<file path="config.mk">
export PLATFORM = sky130hd
export DESIGN_NAME = tmc_timer_counter
export DESIGN_NICKNAME = d
export VERILOG_FILES = /design/src/tmc_timer_counter.v
export VERILOG_INCLUDE_DIRS = /design/src
export SDC_FILE = /design/constraint.sdc
export NUM_CORES = 1
export LEC_CHECK = 0
export BUFFER_PORTS_ARGS = -buffer_cell sky130_fd_sc_hd__clkbuf_2
export CAP_MARGIN = 25
export CELL_PAD_IN_SITES_DETAIL_PLACEMENT = 0
export CELL_PAD_IN_SITES_GLOBAL_PLACEMENT = 1
export CORE_MARGIN = 4
export CORE_UTILIZATION = 38
export CTS_CLUSTER_DIAMETER = 120
export CTS_CLUSTER_SIZE = 40
export DETAILED_ROUTE_END_ITERATION = 8
export MAX_ROUTING_LAYER = met4
export PLACE_DENSITY_LB_ADDON = 0.25
export SYNTH_ARGS = -nofsm -noshare
export SYNTH_HDL_FRONTEND = slang
export SYNTH_SLANG_ARGS = --single-unit
</file>
<file path="constraint.sdc">
create_clock -name i_clk -period 3.6 [get_ports i_clk]
set_input_delay 0.36 -clock i_clk [delete_from_list [all_inputs] [get_ports i_clk]]
set_output_delay 0.36 -clock i_clk [all_outputs]
set_load 0.005 [all_outputs]
</file>
<file path="src/tmc_defines.vh">
// tmc_defines.vh: register addresses, field positions, reset values and timing counts
// for the dual timer/counter block; included by tmc_timer_counter.v
`ifndef TMC_DEFINES_VH
`define TMC_DEFINES_VH

// special function register addresses
`define TMC_ADDR_CTRL 8'h88
`define TMC_ADDR_MODE 8'h89
`define TMC_ADDR_TL0 8'h8A
`define TMC_ADDR_TL1 8'h8B
`define TMC_ADDR_TH0 8'h8C
`define TMC_ADDR_TH1 8'h8D

// reset values
`define TMC_CTRL_RESET 8'h00
`define TMC_MODE_RESET 8'h00
`define TMC_BYTE_RESET 8'h00

// timer_run_and_flag_control bit positions
`define TMC_TF1 7
`define TMC_TR1 6
`define TMC_TF0 5
`define TMC_TR0 4
`define TMC_IE1 3
`define TMC_IT1 2
`define TMC_IE0 1
`define TMC_IT0 0

// timer_mode_select field positions (timer 1 upper nibble, timer 0 lower)
`define TMC_GATE1 7
`define TMC_CSEL1 6
`define TMC_M1_HI 5
`define TMC_M1_LO 4
`define TMC_GATE0 3
`define TMC_CSEL0 2
`define TMC_M0_HI 1
`define TMC_M0_LO 0

// mode field encodings
`define TMC_MODE_13BIT 2'h0
`define TMC_MODE_16BIT 2'h1
`define TMC_MODE_RELOAD 2'h2
`define TMC_MODE_SPLIT 2'h3

// machine cycle in core clock periods
`define TMC_MC_CLKS 12
`define TMC_MC_CNT_W 4
`define TMC_MC_LAST 4'hB

`endif

</file>
<file path="src/tmc_timer_counter.v">
// tmc_timer_counter.v: two 16-bit timer/counters with mode and control registers
// and the two external request flags sharing the control register.
// assumes a core driving a one-cycle special function register port and vector pulses.
//
// Behaviour
// - timer 1 gated: counts only while request b pin high and run bit set
// - timer 0 gated: counts only while request a pin high and run bit set
// - timer 1 select bit chooses count pin events or internal machine cycles
// - timer 0 select bit chooses count pin events or internal machine cycles
// - mode 00: high byte counts behind a 5-bit low byte prescaler
// - mode 01: low and high bytes cascade into one 16-bit counter
// - mode 10: low byte counts, reloads from high byte on overflow
// - timer 0 uses the same structure for modes 00, 01 and 10
// - timer 1 in mode 11 stops and holds its count
// - timer 0 mode 11: low byte is 8-bit counter under timer 0 controls
// - timer 0 mode 11: high byte counts machine cycles under timer 1 run bit
// - each overflow flag is set by hardware on its timer overflow, except in timer 0 mode 11 where TF1 is set by the timer 0 high byte
// - overflow flag cleared when the core vectors to its service routine
// - run bit written by software switches its timer on or off
// - external flag set on falling edge or low level per trigger bit
// - vectoring clears external flag only when edge triggered; level follows source
// - trigger bit set means 1-to-0 edge, clear means sustained low level
// - each timer holds its count in two 8-bit byte registers
// - timer function increments once per machine cycle of twelve clocks
// - counter function samples pin per machine cycle, counts high then low
// - mode 00 count is high byte plus low five bits of low byte
// - auto reload leaves the high byte unchanged
`timescale 1ns/1ps
`default_nettype none
`include "tmc_defines.vh"

module tmc_timer_counter (
  input wire i_clk,
  input wire i_reset,
  input wire [7:0] i_sfr_addr,
  input wire i_sfr_wr,
  input wire [7:0] i_sfr_wdata,
  input wire i_vec_first_timer,
  input wire i_vec_second_timer,
  input wire i_vec_ext_a,
  input wire i_vec_ext_b,
  input wire i_ext_request_a_pin,
  input wire i_ext_request_b_pin,
  input wire i_first_count_input_pin,
  input wire i_second_count_input_pin,
  output reg [7:0] o_sfr_rdata,
  output wire o_first_timer_overflow_flag,
  output wire o_second_timer_overflow_flag,
  output wire o_ext_request_a_flag,
  output wire o_ext_request_b_flag
);

  reg [7:0] timer_run_and_flag_control_q;
  reg [7:0] timer_run_and_flag_control_d;
  reg [7:0] timer_mode_select_q;
  reg [7:0] tl0_q;
  reg [7:0] th0_q;
  reg [7:0] tl1_q;
  reg [7:0] th1_q;
  reg [`TMC_MC_CNT_W-1:0] mc_cnt_q;
  reg mc_en_q;
  reg [1:0] samp_q;
  reg [1:0] ext_prev_q;
  reg [7:0] rdata_d;
  wire [3:0] pin_in;
  wire [3:0] lvl;
  wire [1:0] mode0;
  wire [1:0] mode1;
  wire split0;
  wire en0;
  wire en1;
  wire src0;
  wire src1;
  wire tick0;
  wire tick1;
  wire th0_run;
  wire [8:0] th0_inc;
  wire [16:0] st0;
  wire [16:0] st1;
  wire set_tf0;
  wire set_tf1;
  wire [1:0] ext_fall;
  wire wr_ctrl;
  wire wr_mode;
  wire wr_tl0;
  wire wr_th0;
  wire wr_tl1;
  wire wr_th1;
  wire mc_wrap;

  // one count step of a timer for the given mode: {overflow, high, low}
  function [16:0] tmc_step;
    input [1:0] mode;
    input [7:0] tl;
    input [7:0] th;
    reg [13:0] s13;
    reg [16:0] s16;
    reg [8:0] s8;
    begin
      s13 = {1'b0, th, tl[4:0]} + 14'h0001;
      s16 = {1'b0, th, tl} + 17'h00001;
      s8 = {1'b0, tl} + 9'h001;
      case (mode)
        `TMC_MODE_13BIT: tmc_step = {s13[13], s13[12:5], tl[7:5], s13[4:0]};
        `TMC_MODE_16BIT: tmc_step = s16;
        `TMC_MODE_RELOAD: tmc_step = {s8[8], th, s8[8] ? th : s8[7:0]};
        default: tmc_step = {s8[8], th, s8[7:0]};
      endcase
    end
  endfunction

  // write strobe decode for one register address
  function tmc_wr_hit;
    input wr;
    input [7:0] addr;
    input [7:0] target;
    begin
      tmc_wr_hit = wr & (addr == target);
    end
  endfunction

  // three-stage pin synchronisers; level moves once stages two and three agree
  assign pin_in = {i_ext_request_b_pin, i_ext_request_a_pin,
                   i_second_count_input_pin, i_first_count_input_pin};

  genvar g;
  generate
    for (g = 0; g < 4; g = g + 1)
    begin : pin_sync
      reg [2:0] sync_q;
      reg lvl_q;
      always @(posedge i_clk)
      begin
        if (i_reset)
        begin
          sync_q <= 3'h7;
          lvl_q <= 1'b1;
        end
        else
        begin
          sync_q <= {sync_q[1:0], pin_in[g]};
          if (sync_q[1] == sync_q[2])
            lvl_q <= sync_q[2];
        end
      end
      assign lvl[g] = lvl_q;
    end
  endgenerate

  assign mc_wrap = (mc_cnt_q == `TMC_MC_LAST);

  // machine cycle enable, one pulse every twelve clocks
  always @(posedge i_clk)
  begin
    if (i_reset)
    begin
      mc_cnt_q <= {`TMC_MC_CNT_W{1'b0}};
      mc_en_q <= 1'b0;
    end
    else
    begin
      mc_en_q <= mc_wrap;
      if (mc_wrap)
        mc_cnt_q <= {`TMC_MC_CNT_W{1'b0}};
      else
        mc_cnt_q <= mc_cnt_q + 1'b1;
    end
  end

  // count pins sampled once per machine cycle; external pins tracked every clock
  always @(posedge i_clk)
  begin
    if (i_reset)
    begin
      samp_q <= 2'h3;
      ext_prev_q <= 2'h3;
    end
    else
    begin
      if (mc_en_q)
        samp_q <= lvl[1:0];
      ext_prev_q <= lvl[3:2];
    end
  end

  assign ext_fall = ext_prev_q & ~lvl[3:2];

  assign mode0 = timer_mode_select_q[`TMC_M0_HI:`TMC_M0_LO];
  assign mode1 = timer_mode_select_q[`TMC_M1_HI:`TMC_M1_LO];
  assign split0 = (mode0 == `TMC_MODE_SPLIT);

  assign en0 = timer_run_and_flag_control_q[`TMC_TR0] & (~timer_mode_select_q[`TMC_GATE0] | lvl[2]);
  assign en1 = timer_run_and_flag_control_q[`TMC_TR1] & (~timer_mode_select_q[`TMC_GATE1] | lvl[3]);

  assign src0 = timer_mode_select_q[`TMC_CSEL0] ? (mc_en_q & samp_q[0] & ~lvl[0]) : mc_en_q;
  assign src1 = timer_mode_select_q[`TMC_CSEL1] ? (mc_en_q & samp_q[1] & ~lvl[1]) : mc_en_q;

  assign tick0 = en0 & src0;
  assign tick1 = en1 & src1 & (mode1 != `TMC_MODE_SPLIT);

  assign st0 = tmc_step(mode0, tl0_q, th0_q);
  assign st1 = tmc_step(mode1, tl1_q, th1_q);

  assign th0_run = split0 & timer_run_and_flag_control_q[`TMC_TR1] & mc_en_q;
  assign th0_inc = {1'b0, th0_q} + 9'h001;

  assign set_tf0 = tick0 & st0[16];
  assign set_tf1 = split0 ? (th0_run & th0_inc[8]) : (tick1 & st1[16]);

  // register write strobes
  assign wr_ctrl = tmc_wr_hit(i_sfr_wr, i_sfr_addr, `TMC_ADDR_CTRL);
  assign wr_mode = tmc_wr_hit(i_sfr_wr, i_sfr_addr, `TMC_ADDR_MODE);
  assign wr_tl0 = tmc_wr_hit(i_sfr_wr, i_sfr_addr, `TMC_ADDR_TL0);
  assign wr_th0 = tmc_wr_hit(i_sfr_wr, i_sfr_addr, `TMC_ADDR_TH0);
  assign wr_tl1 = tmc_wr_hit(i_sfr_wr, i_sfr_addr, `TMC_ADDR_TL1);
  assign wr_th1 = tmc_wr_hit(i_sfr_wr, i_sfr_addr, `TMC_ADDR_TH1);

  // control register next value; hardware set wins over any clear
  always @*
  begin
    timer_run_and_flag_control_d = wr_ctrl ? i_sfr_wdata : timer_run_and_flag_control_q;
    timer_run_and_flag_control_d[`TMC_TF0] = set_tf0 | (~i_vec_first_timer & timer_run_and_flag_control_d[`TMC_TF0]);
    timer_run_and_flag_control_d[`TMC_TF1] = set_tf1 | (~i_vec_second_timer & timer_run_and_flag_control_d[`TMC_TF1]);
    if (timer_run_and_flag_control_q[`TMC_IT0])
      timer_run_and_flag_control_d[`TMC_IE0] = ext_fall[0] | (~i_vec_ext_a & timer_run_and_flag_control_d[`TMC_IE0]);
    else
      timer_run_and_flag_control_d[`TMC_IE0] = ~lvl[2];
    if (timer_run_and_flag_control_q[`TMC_IT1])
      timer_run_and_flag_control_d[`TMC_IE1] = ext_fall[1] | (~i_vec_ext_b & timer_run_and_flag_control_d[`TMC_IE1]);
    else
      timer_run_and_flag_control_d[`TMC_IE1] = ~lvl[3];
  end

  // register file and counters; a software write to a byte wins over counting
  always @(posedge i_clk)
  begin
    if (i_reset)
    begin
      timer_run_and_flag_control_q <= `TMC_CTRL_RESET;
      timer_mode_select_q <= `TMC_MODE_RESET;
      tl0_q <= `TMC_BYTE_RESET;
      th0_q <= `TMC_BYTE_RESET;
      tl1_q <= `TMC_BYTE_RESET;
      th1_q <= `TMC_BYTE_RESET;
    end
    else
    begin
      timer_run_and_flag_control_q <= timer_run_and_flag_control_d;
      if (wr_mode)
        timer_mode_select_q <= i_sfr_wdata;
      if (wr_tl0)
        tl0_q <= i_sfr_wdata;
      else if (tick0)
        tl0_q <= st0[7:0];
      if (wr_th0)
        th0_q <= i_sfr_wdata;
      else if (split0)
      begin
        if (th0_run)
          th0_q <= th0_inc[7:0];
      end
      else if (tick0)
        th0_q <= st0[15:8];
      if (wr_tl1)
        tl1_q <= i_sfr_wdata;
      else if (tick1)
        tl1_q <= st1[7:0];
      if (wr_th1)
        th1_q <= i_sfr_wdata;
      else if (tick1)
        th1_q <= st1[15:8];
    end
  end

  // registered read data, one cycle after the address is presented
  always @*
  begin
    case (i_sfr_addr)
      `TMC_ADDR_CTRL: rdata_d = timer_run_and_flag_control_q;
      `TMC_ADDR_MODE: rdata_d = timer_mode_select_q;
      `TMC_ADDR_TL0: rdata_d = tl0_q;
      `TMC_ADDR_TL1: rdata_d = tl1_q;
      `TMC_ADDR_TH0: rdata_d = th0_q;
      `TMC_ADDR_TH1: rdata_d = th1_q;
      default: rdata_d = 8'h00;
    endcase
  end

  always @(posedge i_clk)
  begin
    if (i_reset)
      o_sfr_rdata <= 8'h00;
    else
      o_sfr_rdata <= rdata_d;
  end

  assign o_first_timer_overflow_flag = timer_run_and_flag_control_q[`TMC_TF0];
  assign o_second_timer_overflow_flag = timer_run_and_flag_control_q[`TMC_TF1];
  assign o_ext_request_a_flag = timer_run_and_flag_control_q[`TMC_IE0];
  assign o_ext_request_b_flag = timer_run_and_flag_control_q[`TMC_IE1];

endmodule

`default_nettype wire

</file>
==> run summary, run 1 <==
Run status -> completed
IO Port Bufs -> 38
Synth cell count leaders -> 81 x dfxtp_1, 59 x nor2_1, 47 x nand2_1, 46 x a21oi_1, 34 x clkbuf_1
Slowest stage cell on the critical path -> nor4_2
Worst Hold Class -> in2reg
CP max FO -> 9
Distinct cells, synth -> 60
Pin count of the biggest net entering global routing -> 53
GPL Wtd Cong -> 0.917
Num rows -> 40
Worst vdd ir -> 0.000232 V
Drt wl/cell -> 20.5 um
Initial Utilization -> 38.9%
CP startpoint -> tl0_q[0]
Max-cap violations -> 0
Crit Path Class -> reg2reg
Worst-Margin Slew -> 0.976 ns
RSZ-0062 raised after global routing -> false
Mux cell area share after synthesis -> 5.15%
Crit path cell chain -> ha_1, nand4_1, nor4_2, mux2i_1, a211o_1, nand2_1
CP delay by family, top -> simple AND/OR/NAND/NOR gates
Compound-gate portion of the synthesized area -> 24.5%
Final WS setup -> 1.04 ns
#FFs+latches synth -> 81
Power per Cell Area -> 371 mW/mm2
Post-synthesis instance total -> 581
CTS tree -> built
Critical Path Max Stage Delay -> 0.83 ns
Finished Cell Area -> 0.00526 mm2
Post-synth EDFFs -> 0
Post_cts resized -> 0
Main combinational cell family by area after synthesis -> simple AND/OR/NAND/NOR gates
Main synth FF type -> dfxtp_1
Post-Synthesis Net Count -> 612
Die Area -> 0.0141 mm2
Via count -> 4,641
# DRC -> 0
Tcrit/Tclk final -> 71.1%
Leading area contributor after synthesis -> dfxtp_1
Worst setup EP type -> flip-flop
Pre-antenna DRT Iters -> 6
Die Y-Extent -> 119 um
Cell area after synthesis -> 0.00467 mm2
Avg Vias per Cell -> 6.20
I/O pin cnt -> 39
Die X -> 119 um
Worst Path Buf+Inv -> 0
Grt ovf -> 0
Clock slew at reported path FFs -> 0.06 ns
Root buffer cell -> clkbuf_16
Adder-Cell Fraction of Synth Area -> 1.07%
Clock buffer depth -> 2
Placed cell areas -> 0.00494 mm2
Worst R2R Setup Slack -> 1.04 ns
1st-iter DRT viols -> 504
Post-Place Setup Slack -> 1.01 ns
Yosys warns -> 0
Worst setup SP type -> flip-flop
Routed WL -> 15.3 mm
Max Transition Viols Final -> 0
Fin Clk Skew -> 0.00778 ns
Postcts setup bufs -> 0
Seq/Total Area, Yosys -> 34.7%
R2R Path Start -> tl0_q[0]
Required time worst endpoint -> 3.88 ns
First-pass GRT wire length -> 24.2 mm
Skew-Pair Late Insertion Delay -> 0.34 ns
CP arrival -> 2.84 ns
Total GRT Usage -> 22.3%
Share of layout cells above drive strength 1 -> 15.5%
Routed Antenna Nets -> 0
Final-report setup violation count -> 0
Fmax -> 391 MHz
Post-layout min period -> 2.56 ns
Hold_sp -> i_ext_request_a_pin
Clock sink count -> 81
LEAKAGE -> 0.00169 uW
Vias in the first global route -> 4,365
# nets final -> 628
Final hold violation count -> 0
Antenna violations before repair -> 0
Most frequent cell after synthesis -> dfxtp_1
Rel. slew slack -> 34.6%
Synth area leaders -> dfxtp_1 35%, mux2i_1 5.1%, a21oi_1 4.9%
Post-synth top area share -> 34.7%
Area Overhead vs Synth -> 12.6%
HPWL after DPL -> 11.0 mm
Avg Inst Size Synth -> 8.03 um2
Max H-tree Level -> 3
# diodes -> 0
Core area -> 0.0120 mm2
Final TNS setup -> 0 ns
Fraction of registers with async set/reset -> 0%
Hold buffers post-CTS -> 0
XOR/XNOR Fraction of Synth Area -> 3.00%
Inserted Clock Buffers -> 9
Synth Area in Simple Gates -> 27.1%
[logic make-up after synthesis]
kind of cell | after synthesis
compound gates | 160
xor+xnor | 16
fa+ha+maj | 4
buf+inv | 54
flops | 81
mux | 24
simple gates | 242
[per-layer routing]
metal / up-vias / part of all wire (%) / global-route usage (%)
met5: - / 0 / -
met1: 2214 / 45 / 30.0
li1: 2212 / - / -
met4: 0 / 2.8 / 9.56
met2: 181 / 45 / 32.8
met3: 34 / 7.3 / 4.27
[flip-flops by register name (all words and copies together) (netlist names)]
name	cells
tl1_q	8
th1_q	8
samp_q	2
mc_en_q	1
pin_sync.lvl_q	4
timer_run_and_flag_control_q	8
mc_cnt_q	4
ext_prev_q	2
o_sfr_rdata	8
tl0_q	8
th0_q	8
pin_sync.sync_q	12
timer_mode_select_q	8
[power by group]
part           total, uW  internal, uW  switching (uW)
combinational       97.7          37.9            59.8
clock                927           537             390
sequential           923           908            14.9
[area by class of cell]
cell class | instances | area, um2
Fill cell | 1238 | 6760
Tap cell | 147 | 184
Clock inverter | 6 | 68.8
Clock buffer | 9 | 225
Sequential cell | 81 | 1620
Timing Repair Buffer | 48 | 278
Inverter | 11 | 41.3
Multi-Input combinational cell | 446 | 2840
[worst paths after layout]
| path | cells after the start | to |
|---|---|---|
| worst max register to register | 6 | tl0_q[1] |
| worst max-delay path | 6 | tl0_q[1] |
| worst min register to register | 1 | pin_sync[2].sync_q[1] |
| worst min-delay path | 2 | pin_sync[2].sync_q[0] |
[worst reg2reg max path, cell delays in order (launching register included)]
cell and delay (ns):
dfxtp_1 0.46, ha_1 0.28, nand4_1 0.39, nor4_2 0.83, mux2i_1 0.18, a211o_1 0.32
nand2_1 0.05
[metrics by stage]
step	std cells	hold WS, ns	power (uW)	util (%)
2_1_floorplan	581	0.389	990	-
3_3_place_gp	732	0.390	1040	41.1
3_5_place_dp	732	0.398	1040	41.1
4_1_cts	747	0.186	1970	43.6
5_1_grt	748	0.199	2020	43.8
6_report	748	0.200	1950	43.8
[placed cells by master, fill, tap and decap left out, drive strengths merged, types with 6 or more instances in the layout]
cell type	n
a2111oi	7
a211o	7
a211oi	18
a21oi	46
a222oi	8
buf	10
clkbuf	47
dfxtp	81
inv	12
mux2i	24
nand2	47
nand3	28
nand3b	6
nand4	13
nor2	59
nor2b	8
nor3	17
nor4	11
o21ai	17
o22ai	6
or2	21
xnor2	9
xor2	7
Note: power is estimated with default switching activity, not from simulation.
==> inputs of run 2 (changes only) <==
clock period = 2.2 ns   (was 3.6 ns; I/O delays follow)
==> run 2 against run 1 <==
Non-clock buffer count increased by 39. Sequential power increased by 63%. Die area unchanged. Register-to-register slack got worse by 0.95 ns. Clock skew increased by 0.0019 ns. Fmax increased by 21%. Final cell count increased by 5.3%. Global-route usage increased by 0.34 points. Clock power increased by 65%. Total power increased by 65%. Routed wire length increased by 2.5%. Sequential share of layout area decreased by 1.6 points. Critical endpoint is now tl1_q[7]. Largest power group unchanged.
==> run summary, run 2 (synthesis gave the netlist of run 1 again) <==
Run status -> completed (unchanged)
Worst setup EP type -> flip-flop (unchanged)
GPL Wtd Cong -> 0.959 (was 0.917)
Routed Antenna Nets -> 0 (unchanged)
Tcrit/Tclk final -> 96.1% (was 71.1%)
Largest register FFs -> 12 (unchanged)
Met1 Routed Length -> 6.95 mm (about the same)
Fin Clk Skew -> 0.00965 ns (was 0.00778 ns)
LEAKAGE -> 0.00189 uW (was 0.00169 uW)
RSZ-0062 raised after global routing -> false (unchanged)
Largest Register -> pin_sync.sync_q (unchanged)
# diodes -> 0 (unchanged)
CP max FO -> 9 (unchanged)
IO Port Bufs -> 38 (unchanged)
Total GRT Usage -> 22.7% (was 22.3%)
Clock sink count -> 81 (unchanged)
Antenna violations before repair -> 0 (unchanged)
Max H-tree Level -> 3 (unchanged)
Met3 WL -> 1.33 mm (was 1.12 mm)
First-pass GRT wire length -> 24.5 mm (was 24.2 mm)
HPWL after DPL -> 11.6 mm (was 11.0 mm)
Root buffer cell -> clkbuf_16 (unchanged)
Clock buffer depth -> 2 (unchanged)
1st-iter DRT viols -> 601 (was 504)
Post_cts resized -> 0 (unchanged)
Layout Utilization -> 46.2% (was 43.8%)
CP arrival -> 2.33 ns (was 2.84 ns)
WL met2 -> 7.08 mm (was 6.82 mm)
Max Transition Viols Final -> 0 (unchanged)
Grt ovf -> 0 (unchanged)
Non-filler cells, final -> 788 (was 748)
Routed WL -> 15.7 mm (was 15.3 mm)
Worst Hold Class -> in2reg (unchanged)
Initial Utilization -> 38.9% (unchanged)
Inserted Clock Buffers -> 9 (unchanged)
Number of fill cells -> 1,202 (was 1,238)
Vias in the first global route -> 4,391 (was 4,365)
Worst setup SP type -> flip-flop (unchanged)
Die X -> 119 um (unchanged)
Most frequent cells in the layout -> 81 x dfxtp_1, 59 x nor2_1, 48 x buf_4 (was 81 x dfxtp_1, 59 x nor2_1, 47 x nand2_1)
Fmax -> 473 MHz (was 391 MHz)
Via count -> 4,744 (was 4,641)
Pin count of the biggest net entering global routing -> 64 (was 53)
Hold buffers post-CTS -> 0 (unchanged)
Drt wl/cell -> 19.9 um (was 20.5 um)
CTS tree -> built (unchanged)
Skew-Pair Late Insertion Delay -> 0.34 ns (about the same)
Rel. slew slack -> 58.9% (was 34.6%)
Clock slew at reported path FFs -> 0.07 ns (was 0.06 ns)
Worst-Margin Slew -> 0.614 ns (was 0.976 ns)
Die Area -> 0.0141 mm2 (unchanged)
# DRC -> 0 (unchanged)
Final TNS setup -> 0 ns (unchanged)
Avg Vias per Cell -> 6.02 (was 6.20)
Postcts setup bufs -> 0 (unchanged)
Power per Cell Area -> 578 mW/mm2 (was 371 mW/mm2)
Dpl cells -> 772 (was 732)
Area Overhead vs Synth -> 18.9% (was 12.6%)
Num rows -> 40 (unchanged)
Post-layout min period -> 2.11 ns (was 2.56 ns)
Final-report setup violation count -> 0 (unchanged)
Final hold violation count -> 0 (unchanged)
I/O pin cnt -> 39 (unchanged)
Worst vdd ir -> 0.000471 V (was 0.000232 V)
Pwr Total -> 3210 uW (was 1950 uW)
Crit Path Class -> reg2reg (unchanged)
Die Y-Extent -> 119 um (unchanged)
Required time worst endpoint -> 2.41 ns (was 3.88 ns)
Uppermost layer routed -> met4 (unchanged)
Max-cap violations -> 0 (unchanged)
Commonest non-fill, non-tap cell in the layout -> dfxtp_1 (unchanged)
Core area -> 0.0120 mm2 (unchanged)
Share of layout cells above drive strength 1 -> 20.4% (was 15.5%)
# nets final -> 667 (was 628)
Pre-antenna DRT Iters -> 8 (was 6)
==> run 2: final cells by class <==
class | instances | area (um2) | share of cell area [%]
Multi-Input combinational cell | 446 | 2840 | 51.1
Clock buffer | 11 | 233 | 4.19
Inverter | 11 | 41.3 | 0.744
Tap cell | 147 | 184 | 3.31
Timing Repair Buffer | 87 | 571 | 10.3
Clock inverter | 5 | 63.8 | 1.15
Sequential cell | 81 | 1620 | 29.2
==> run 2: metal layers <==
metal | vias up | GRT usage, %
li1 | 2284 | -
met3 | 23 | 5.75
met5 | - | -
met4 | 0 | 6.52
met1 | 2224 | 30.9
met2 | 213 | 33.3
==> run 2: path summary, 6_finish.rpt <==
path,start,to,slack [ns],cells past startpoint
worst min-delay path,i_first_count_input_pin,pin_sync[0].sync_q[0],0.06,2
worst max register to register,tl1_q[2],tl1_q[7],0.09,5
worst min register to register,pin_sync[1].sync_q[0],pin_sync[1].sync_q[1],0.42,1
worst max-delay path,tl1_q[2],tl1_q[7],0.09,5
==> run 2: power breakdown <==
group	internal (uW)	switching (uW)
Sequential	1490	18.1
Combinational	67.3	103
Clock	891	641
==> run 2: worst max-delay path, stage by stage, from the launching register on <==
cell	delay, ns
dfxtp_1	0.50
nand3_1	0.28
or2_2	0.39
o41a_1	0.30
o311ai_0	0.40
nand2_1	0.11
==> run 2: stage by stage <==
step	area, um2	hold WS (ns)	setup slack, ns
final	5550	0.0569	0.0866
after global routing	5550	0.0550	0.0252
after CTS	5550	0.0518	0.133
after detailed placement	5250	0.399	-0.00483
after global placement	5250	0.391	0.0127
after floorplan	4670	0.324	0.157
